File: config.mk
export PLATFORM = sky130hd
export DESIGN_NAME = three_level_irq_aggregator
export DESIGN_NICKNAME = d
export VERILOG_FILES = /design/src/common/irq_agg_pkg.sv /design/src/common/irq_edge_if.sv /design/src/design/irq_source_sampler.sv /design/src/design/three_level_irq_aggregator.sv
export SDC_FILE = /design/constraint.sdc
export NUM_CORES = 1
export LEC_CHECK = 0
export BUFFER_PORTS_ARGS = -buffer_cell sky130_fd_sc_hd__buf_2
export CAP_MARGIN = 20
export CORE_MARGIN = 8
export CORE_UTILIZATION = 50
export CTS_BUF_LIST = sky130_fd_sc_hd__clkbuf_4 sky130_fd_sc_hd__clkbuf_8 sky130_fd_sc_hd__clkbuf_16
export DETAILED_ROUTE_END_ITERATION = 12
export HOLD_SLACK_MARGIN = 0.05
export PLACE_DENSITY = 0.75
export RECOVER_POWER = 50
export SLEW_MARGIN = 20
export SYNTH_ARGS = -nofsm -noshare
export SYNTH_HDL_FRONTEND = slang
export SYNTH_HIERARCHICAL = 1
export SYNTH_SLANG_ARGS = --single-unit
File: constraint.sdc
create_clock -name sys_clk_in -period 2 [get_ports sys_clk_in]
set_input_delay 0 -clock sys_clk_in [delete_from_list [all_inputs] [get_ports sys_clk_in]]
set_output_delay 0 -clock sys_clk_in [all_outputs]
set_load 0.05 [all_outputs]
File: src/common/irq_agg_pkg.sv
package irq_agg_pkg;

   // Source and bank geometry.
   localparam int NUM_SOURCES = 24;
   localparam int GROUP_WIDTH = 8;
   localparam int NUM_GROUPS = 3;
   localparam int ADDR_WIDTH = 4;
   localparam int DATA_WIDTH = 8;

   // Bit ranges of the three banks inside the 24-bit source vector.
   localparam int HIGH_LSB = 16;
   localparam int MID_LSB = 8;
   localparam int LOW_LSB = 0;

   // Register offsets on the plain register port.
   localparam logic [3:0] OFFS_HIGH_FLAGS = 4'h0;
   localparam logic [3:0] OFFS_MID_FLAGS = 4'h1;
   localparam logic [3:0] OFFS_LOW_FLAGS = 4'h2;
   localparam logic [3:0] OFFS_HIGH_ENABLES = 4'h3;
   localparam logic [3:0] OFFS_MID_ENABLES = 4'h4;
   localparam logic [3:0] OFFS_LOW_ENABLES = 4'h5;
   localparam logic [3:0] OFFS_PRIORITY_CODE = 4'h6;
   localparam logic [3:0] OFFS_LEVEL_SUMMARY = 4'h7;
   localparam logic [3:0] OFFS_EVENT_STATUS = 4'h8;
   localparam logic [3:0] OFFS_EVENT_MASK = 4'h9;

   // Field positions of the level summary and of the event registers.
   localparam int HIGH_POS = 2;
   localparam int MID_POS = 1;
   localparam int LOW_POS = 0;

   // Reset values.
   localparam logic [7:0] FLAGS_RESET = 8'h00;
   localparam logic [7:0] ENABLES_RESET = 8'h00;
   localparam logic [7:0] PRIORITY_RESET = 8'hFF;
   localparam logic [7:0] NO_PENDING_CODE = 8'hFF;
   localparam logic [2:0] SUMMARY_RESET = 3'h0;
   localparam logic [2:0] EVENT_RESET = 3'h0;
   localparam logic [7:0] UNMAPPED_READ = 8'h00;

   // Cycles from a source rising to its level request rising.
   localparam int REQUEST_LATENCY = 1;

endpackage

File: src/common/irq_edge_if.sv
`timescale 1ns/100ps
// Carries the one-cycle rising-edge pulses from the sampler to the core.
interface irq_edge_if #(parameter int WIDTH = 24);
   logic [WIDTH-1:0] rise;
   logic [WIDTH-1:0] level;
   modport sampler (output rise, output level);
   modport consumer (input rise, input level);
endinterface

File: src/design/irq_source_sampler.sv
`timescale 1ns/100ps
module irq_source_sampler #(
   parameter int WIDTH = 24
) (
   input wire logic sys_clk_in, // System clock.
   input wire logic resetn_in, // Asynchronous reset, active low.
   input wire logic [WIDTH-1:0] sources_in, // Same-clock source levels.
   irq_edge_if.sampler edges // Edge pulses towards the core.
);

   logic [WIDTH-1:0] prev;
   logic [WIDTH-1:0] next_prev;

   // The sources come from peripherals on this clock, so no synchroniser
   // stands here; adding one would break the one-cycle request latency.
   always_comb
   begin
      next_prev = sources_in;
   end

   always_ff @(posedge sys_clk_in or negedge resetn_in)
   begin
      if (!resetn_in)
         prev <= '0;
      else
         prev <= next_prev;
   end

   // A rise is the present sample high while the last one was low.
   assign edges.rise = sources_in & ~prev;
   assign edges.level = prev;
endmodule

File: src/design/three_level_irq_aggregator.sv
// Chosen here: the address map and the address-and-strobe port.
`timescale 1ns/100ps
// Functional notes
// Three level requests: high, mid and low group, each source one level.
// The processor serves level zero, then one, then two.
// A flag sets only on an enabled rising source edge.
// Writing one to a flag bit clears that flag.
// Writing zero to a flag bit leaves that flag alone.
// Software also retires the level inside the processor itself.
// Reset clears every flag and every level request.
// Priority code gives highest latched source, 0xFF when none.
// Level summary shows per group whether any flag is latched.
// Sources are sampled on the system clock; edges use those samples.
// A request rises and stays latched when a qualifying source rises.
// A level request rises exactly one cycle after the source edge.
// Priority code equals the source number, 0x00 to 0x17.
// High bank holds sources 23-16, mid 15-8, low 7-0.
// Three read-write enable registers, one bit per source, reset zero.
// Summary: high in bit 2, mid bit 1, low bit 0, rest zero.
// Priority code register is read-only and resets to all ones.
// A new edge in the same cycle as its clear keeps the flag set.
module three_level_irq_aggregator #(
   parameter int NUM_SOURCES = irq_agg_pkg::NUM_SOURCES
) (
   input wire logic sys_clk_in, // System clock, 100 MHz.
   input wire logic resetn_in, // Asynchronous reset, active low.
   input wire logic [NUM_SOURCES-1:0] irq_sources_in, // Peripheral sources.
   input wire logic [3:0] reg_addr_in, // Register offset.
   input wire logic [7:0] reg_wdata_in, // Write data.
   input wire logic reg_wr_in, // Write strobe, one cycle.
   input wire logic reg_rd_in, // Read strobe, one cycle.
   output logic [7:0] reg_rdata_out, // Read data, cycle after the strobe.
   output logic cpu_level_zero_request_out, // High group request.
   output logic cpu_level_one_request_out, // Mid group request.
   output logic cpu_level_two_request_out, // Low group request.
   output logic block_irq_out // Unmasked event status pending.
);

   irq_edge_if #(.WIDTH(NUM_SOURCES)) edges ();

   // Source sampling and edge detection live in their own module.
   irq_source_sampler #(.WIDTH(NUM_SOURCES)) irq_source_sampler_inst (
      .sys_clk_in(sys_clk_in),
      .resetn_in(resetn_in),
      .sources_in(irq_sources_in),
      .edges(edges.sampler)
   );

   // Returns the highest latched source number, or the idle code.
   function automatic logic [7:0] highest_code(
      input logic [NUM_SOURCES-1:0] v);
      logic [7:0] code;
      code = irq_agg_pkg::NO_PENDING_CODE;
      for (int i = 0; i < NUM_SOURCES; i++)
      begin
         if (v[i])
            code = 8'(i);
      end
      return code;
   endfunction

   // Folds the flag vector into per-group indicators, high in bit 2.
   function automatic logic [2:0] group_any(
      input logic [NUM_SOURCES-1:0] v);
      logic [2:0] g;
      g = '0;
      g[irq_agg_pkg::HIGH_POS] = |v[irq_agg_pkg::HIGH_LSB +: 8];
      g[irq_agg_pkg::MID_POS] = |v[irq_agg_pkg::MID_LSB +: 8];
      g[irq_agg_pkg::LOW_POS] = |v[irq_agg_pkg::LOW_LSB +: 8];
      return g;
   endfunction

   // Flag banks and enable banks, both as one 24-bit vector.
   logic [NUM_SOURCES-1:0] flags;
   logic [NUM_SOURCES-1:0] enables;
   logic [NUM_SOURCES-1:0] next_flags;
   logic [NUM_SOURCES-1:0] next_enables;
   logic [NUM_SOURCES-1:0] flag_set;
   logic [NUM_SOURCES-1:0] flag_clear;

   // Derived state kept in flip-flops so the outputs come from registers.
   logic [7:0] priority_code;
   logic [7:0] next_priority_code;
   logic [2:0] summary;
   logic [2:0] next_summary;

   // Local event status and mask feeding the block interrupt.
   logic [2:0] event_status;
   logic [2:0] event_mask;
   logic [2:0] next_event_status;
   logic [2:0] next_event_mask;
   logic next_block_irq;

   // Register port read path.
   logic [7:0] next_rdata;

   // Decoded strobes.
   logic wr_high_flags;
   logic wr_mid_flags;
   logic wr_low_flags;

   assign wr_high_flags = reg_wr_in &&
      reg_addr_in == irq_agg_pkg::OFFS_HIGH_FLAGS;
   assign wr_mid_flags = reg_wr_in &&
      reg_addr_in == irq_agg_pkg::OFFS_MID_FLAGS;
   assign wr_low_flags = reg_wr_in &&
      reg_addr_in == irq_agg_pkg::OFFS_LOW_FLAGS;

   // Flag update: set only when enabled, clear only on ones written, and
   // the set is applied after the clear so a coincident edge survives.
   always_comb
   begin
      flag_set = edges.rise & enables;
      flag_clear = '0;
      if (wr_high_flags)
         flag_clear[irq_agg_pkg::HIGH_LSB +: 8] = reg_wdata_in;
      if (wr_mid_flags)
         flag_clear[irq_agg_pkg::MID_LSB +: 8] = reg_wdata_in;
      if (wr_low_flags)
         flag_clear[irq_agg_pkg::LOW_LSB +: 8] = reg_wdata_in;
      // Zero bits in the written byte leave flag_clear low.
      next_flags = (flags & ~flag_clear) | flag_set;
   end

   // Enable banks are plain read-write storage.
   always_comb
   begin
      next_enables = enables;
      if (reg_wr_in)
      begin
         if (reg_addr_in == irq_agg_pkg::OFFS_HIGH_ENABLES)
            next_enables[irq_agg_pkg::HIGH_LSB +: 8] = reg_wdata_in;
         if (reg_addr_in == irq_agg_pkg::OFFS_MID_ENABLES)
            next_enables[irq_agg_pkg::MID_LSB +: 8] = reg_wdata_in;
         if (reg_addr_in == irq_agg_pkg::OFFS_LOW_ENABLES)
            next_enables[irq_agg_pkg::LOW_LSB +: 8] = reg_wdata_in;
      end
   end

   // Code and summary follow the next flags, so they change in the same
   // cycle as the flags and software never sees a stale code.
   always_comb
   begin
      next_priority_code = highest_code(next_flags);
      next_summary = group_any(next_flags);
   end

   // Events: a group event fires when any source of it latches a flag.
   // A read of the status clears it, but a new event in that cycle wins.
   always_comb
   begin
      next_event_status = event_status;
      if (reg_rd_in && reg_addr_in == irq_agg_pkg::OFFS_EVENT_STATUS)
         next_event_status = '0;
      next_event_status = next_event_status | group_any(flag_set);
      next_event_mask = event_mask;
      if (reg_wr_in && reg_addr_in == irq_agg_pkg::OFFS_EVENT_MASK)
         next_event_mask = reg_wdata_in[2:0];
      next_block_irq = |(next_event_status & next_event_mask);
   end

   // Read mux; data stand only in the cycle after the strobe.
   always_comb
   begin
      next_rdata = irq_agg_pkg::UNMAPPED_READ;
      if (reg_rd_in)
      begin
         unique case (reg_addr_in)
            irq_agg_pkg::OFFS_HIGH_FLAGS:
               next_rdata = flags[irq_agg_pkg::HIGH_LSB +: 8];
            irq_agg_pkg::OFFS_MID_FLAGS:
               next_rdata = flags[irq_agg_pkg::MID_LSB +: 8];
            irq_agg_pkg::OFFS_LOW_FLAGS:
               next_rdata = flags[irq_agg_pkg::LOW_LSB +: 8];
            irq_agg_pkg::OFFS_HIGH_ENABLES:
               next_rdata = enables[irq_agg_pkg::HIGH_LSB +: 8];
            irq_agg_pkg::OFFS_MID_ENABLES:
               next_rdata = enables[irq_agg_pkg::MID_LSB +: 8];
            irq_agg_pkg::OFFS_LOW_ENABLES:
               next_rdata = enables[irq_agg_pkg::LOW_LSB +: 8];
            irq_agg_pkg::OFFS_PRIORITY_CODE:
               next_rdata = priority_code;
            irq_agg_pkg::OFFS_LEVEL_SUMMARY:
               next_rdata = {5'h00, summary};
            irq_agg_pkg::OFFS_EVENT_STATUS:
               next_rdata = {5'h00, event_status};
            irq_agg_pkg::OFFS_EVENT_MASK:
               next_rdata = {5'h00, event_mask};
            default:
               next_rdata = irq_agg_pkg::UNMAPPED_READ;
         endcase
      end
   end

   // All state registers; reset returns everything to idle.
   always_ff @(posedge sys_clk_in or negedge resetn_in)
   begin
      if (!resetn_in)
      begin
         flags <= '0;
         enables <= '0;
         priority_code <= irq_agg_pkg::PRIORITY_RESET;
         summary <= irq_agg_pkg::SUMMARY_RESET;
         event_status <= irq_agg_pkg::EVENT_RESET;
         event_mask <= irq_agg_pkg::EVENT_RESET;
         block_irq_out <= 1'b0;
         reg_rdata_out <= irq_agg_pkg::UNMAPPED_READ;
      end
      else
      begin
         flags <= next_flags;
         enables <= next_enables;
         priority_code <= next_priority_code;
         summary <= next_summary;
         event_status <= next_event_status;
         event_mask <= next_event_mask;
         block_irq_out <= next_block_irq;
         reg_rdata_out <= next_rdata;
      end
   end

   // Each group drives its own level; the processor orders simultaneous
   // levels itself, so high maps to level zero to be served first.
   assign cpu_level_zero_request_out =
      summary[irq_agg_pkg::HIGH_POS];
   assign cpu_level_one_request_out =
      summary[irq_agg_pkg::MID_POS];
   assign cpu_level_two_request_out =
      summary[irq_agg_pkg::LOW_POS];
endmodule

==> impl_results.md <==
* Synth Instances at 425
* Core area at 9240 um^2
* Clock-pin slew on the worst setup and hold paths at 0.09 ns
* Max VDD drop at 0.670 mV
* GR Util All Layers at 24.4%
* Final cell area excluding filler cells at 6110 um^2
* Total Nets Final at 600
* Sequential area share after synthesis at 50.5%
* Vias per Instance at 5.76
* Die ar. at 12900 um^2
* Final setup margin at 0.0244 ns
* Num rows at 35
* Worst-Margin Slew at 1.00 ns
* TritonCTS Buffers at 9
* Metal-1 WL at 6.33 mm
* Largest net degree at the start of global routing at 42
* CTS sink count at 96
* Internal at 3560 uW
* Clk pwr share at 27.0%
* Worst-path cell chain: nor2b_4 -> nand2_2 -> a41oi_2 -> buf_4 -> nand2b_1 -> a211oi_1 -> o311a_1 -> o41ai_2 -> buf_4
* Fraction of registers with async set/reset at 100%
* Critical R2R Launch: irq_source_sampler_inst/edges.level[1]
* N_diodes at 0
* Root buffer cell: clkbuf_8
* Status: finished, final reports clean
* CP max stage delay at 0.40 ns
* Combinational share of power at 25.1%
* Ratio of cells with drive above 1 in the final layout at 33.1%
* Crit path required time at 2.33 ns
* Reg2reg end: priority_code[0]
* WL per Instance at 21.6 um
* Fmax at 506 MHz
* Port bufs at 51
* Met2 wire len at 7.24 mm
* Total Routed Length at 15.0 mm
* Fin. Hold Viols at 0
* Final Util at 66.1%
* RSZ-0062 raised after global routing: true
* Buffers and inverters on the worst path at 2
* Setup violators final at 0
* Number of routed nets with antenna violations at 0
* Synthesized flop and latch total at 96
* Hold Crit Class: primary input to asynchronous set/reset pin
* Crit Path Class: flip-flop to flip-flop
* Period utilization at 98.8%
* Leak at 0.00256 uW
* IO Count at 52
* Fin crit period at 1.98 ns
* Met3 wire length at 985 um
* Initial Util at 51.7%
* Die extent in y at 114 um
* Maxcap violations at 0
* H-Tree Depth at 3
* Syn_area_per_cell at 11.2 um^2
* R2R Setup Slk at 0.02 ns
* CP Launch Type: flip-flop
* Switching portion of total power at 31.6%
* Total number of vias at 4000
* Switching pwr at 1650 uW
* Number of synthesized flops with an enable pin at 0
* Initial antenna violation count at 0
* Router iterations before antenna repair at 6
* Family with the most delay on the worst path: compound AO/OA/AOI/OAI gates
* Power Dens Cells at 854 nW/um^2
* Later-pin clock latency in the skew report at 0.38 ns
* Cells after DPL at 642
* Final Max Slew Viols at 0
* Uppermost layer routed: met4
* Synthesis-to-finish area growth at 27.9%
* Pre-CTS WS at -0.0747 ns
* Placed cell areas at 5540 um^2
* First-pass GRT wire length at 23.8 mm
* Overflow after GRT at 0
* Crit path max fanout at 2
* Die width at 114 um
* Clock skew at 0.0106 ns
* Crit-path most repeated cell: buf_4
* CTS tree: built
* Hpwl dp at 11.5 mm
* CP Data Arrival Time at 2.30 ns
* Max Root-Sink Buffers at 2
* Warning count from the yosys run at 6
* CP max stage cell: dfrtp_1
* DRC Markers at 0
* Initial DRC Count at 295
* Worst r2r path cells at 9
* Count of cell types in the netlist at 65
* Power share of the sequential group at 47.9%
* Vias in the first global route at 4261
* Rel. slew slack at 33.3%
* Worst setup EP type: flip-flop
* Synthesized area at 4770 um^2
* Ys flop type: dfrtp_1
* GPL Wtd Cong at 1.04
* Synth Net Count at 465
* Non-Filler Instances at 694
layer usage:
metal / up-vias / track usage [%]
li1: 1825 / -
met1: 1975 / 30.9
met2: 167 / 40.1
met3: 33 / 4.97
met4: 0 / 9.50
met5: - / 0
timing repair:
| item | 4_1_cts | 5_1_grt |
|---|---|---|
| hold buffers | 34 | 0 |
| setup endpoints to repair | 1 | 5 |
| resized for setup | 2 | 5 |
| hold endpoints to repair | 148 | 0 |
| pin swaps | 0 | 2 |
| setup buffers | 1 | 1 |
sequential cells by signal, indices dropped and copies added (netlist names):
register                             count
enables                                 24
summary                                  3
event_mask                               3
flags                                   24
priority_code                            6
reg_rdata_out                            8
irq_source_sampler_inst/edges.level     24
block_irq_out                            1
event_status                             3
worst max-delay path by stage:
stage / start / endpoint / slack (ns) / depth (start not counted)
global route: irq_source_sampler_inst/edges.level[1] / priority_code[0] / -0.02 / 9
global placement: reg_addr_in[0] / priority_code[3] / -0.08 / 10
finish: irq_source_sampler_inst/edges.level[1] / priority_code[0] / 0.02 / 9
CTS: irq_source_sampler_inst/edges.level[3] / priority_code[0] / 0.01 / 8
detailed placement: reg_addr_in[2] / priority_code[6] / -0.07 / 8
floorplan: enables[12] / priority_code[6] / 0.31 / 6
cells by family (layout without fill, tap and decap cells):
kind of cell / after synthesis / count (layout) / share of synthesized area, %
AO/OA/AOI/OAI: 100 / 100 / 15.2
flip-flops: 96 / 96 / 50.5
buffers and inverters: 25 / 165 / 2.15
multiplexers: 34 / 34 / 8.20
AND/OR/NAND/NOR: 170 / 170 / 24.0
cell usage in the layout (no fill, tap or decap), types with 3 or more instances in the layout:
| cell type | Yosys | routed |
|---|---|---|
| or2_2 | 4 | 4 |
| clkbuf_8 | 0 | 9 |
| nor2b_4 | 24 | 24 |
| a41oi_1 | 9 | 7 |
| buf_2 | 7 | 28 |
| nand3b_1 | 6 | 6 |
| o21ai_0 | 7 | 7 |
| dfrtp_1 | 90 | 90 |
| nand2_1 | 42 | 40 |
| nand4_1 | 4 | 4 |
| a22oi_1 | 6 | 6 |
| a21oi_1 | 34 | 33 |
| a31oi_1 | 6 | 6 |
| clkbuf_1 | 8 | 22 |
| inv_1 | 8 | 8 |
| nand2b_1 | 4 | 4 |
| nor3_1 | 8 | 8 |
| buf_4 | 0 | 55 |
| nand3_1 | 15 | 15 |
| mux2_2 | 31 | 31 |
| nor2_1 | 19 | 19 |
| and3_1 | 7 | 7 |
| a41oi_2 | 2 | 4 |
| a32oi_1 | 3 | 3 |
| a211oi_1 | 5 | 5 |
| dlygate4sd3_1 | 0 | 34 |
| and2_1 | 6 | 6 |
| nor2b_1 | 12 | 12 |
| a22o_1 | 4 | 4 |
| dfstp_2 | 6 | 6 |
worst reg2reg max path, cell delays in order, from the launching register on:
cell	delay [ns]
dfrtp_1	0.40
nor2b_4	0.14
nand2_2	0.07
a41oi_2	0.19
buf_4	0.15
nand2b_1	0.14
a211oi_1	0.09
o311a_1	0.32
o41ai_2	0.29
buf_4	0.15
layout make-up:
cell class,count,area [um^2]
fill,724,3130
sequential,96,2410
multi-input combinational,304,2300
timing repair buffer,141,986
tap,129,161
clock buffer,10,131
clock inverter,6,90.1
inverter,8,30.0
Yosys cell counts (all sizes together), types with 6 or more instances:
| master | instances | area share, % |
|---|---|---|
| a21oi | 34 | 3.6 |
| a22oi | 6 | 0.94 |
| a31oi | 6 | 0.79 |
| a41oi | 11 | 2.3 |
| and2 | 7 | 0.92 |
| and3 | 7 | 0.92 |
| buf | 9 | 0.89 |
| clkbuf | 8 | 0.63 |
| dfrtp | 90 | 47 |
| dfstp | 6 | 3.3 |
| inv | 8 | 0.63 |
| mux2 | 31 | 7.3 |
| nand2 | 42 | 3.3 |
| nand3 | 15 | 1.6 |
| nand3b | 6 | 0.94 |
| nor2 | 20 | 1.6 |
| nor2b | 36 | 8.5 |
| nor3 | 8 | 0.84 |
| o21ai | 9 | 0.94 |
power by group through the flow:
stage          Clock, uW  Sequential, uW  Combinational (uW)
3_3_place_gp           0            2520                1200
4_1_cts             1440            2480                1290
5_1_grt             1510            2530                1400
3_5_place_dp           0            2520                1220
6_report            1410            2500                1310
2_1_floorplan          0            2480                 664
per-stage QoR:
step	hold WS, ns	TNS [ns]	power, uW
final	0.0688	0	5210
after global routing	0.109	-0.0209	5440
after CTS	0.0862	0	5210
after detailed placement	-0.0534	-0.385	3740
after global placement	-0.0590	-0.264	3720
after floorplan	-0.296	0	3140
Power figures use the tool's default switching activity.
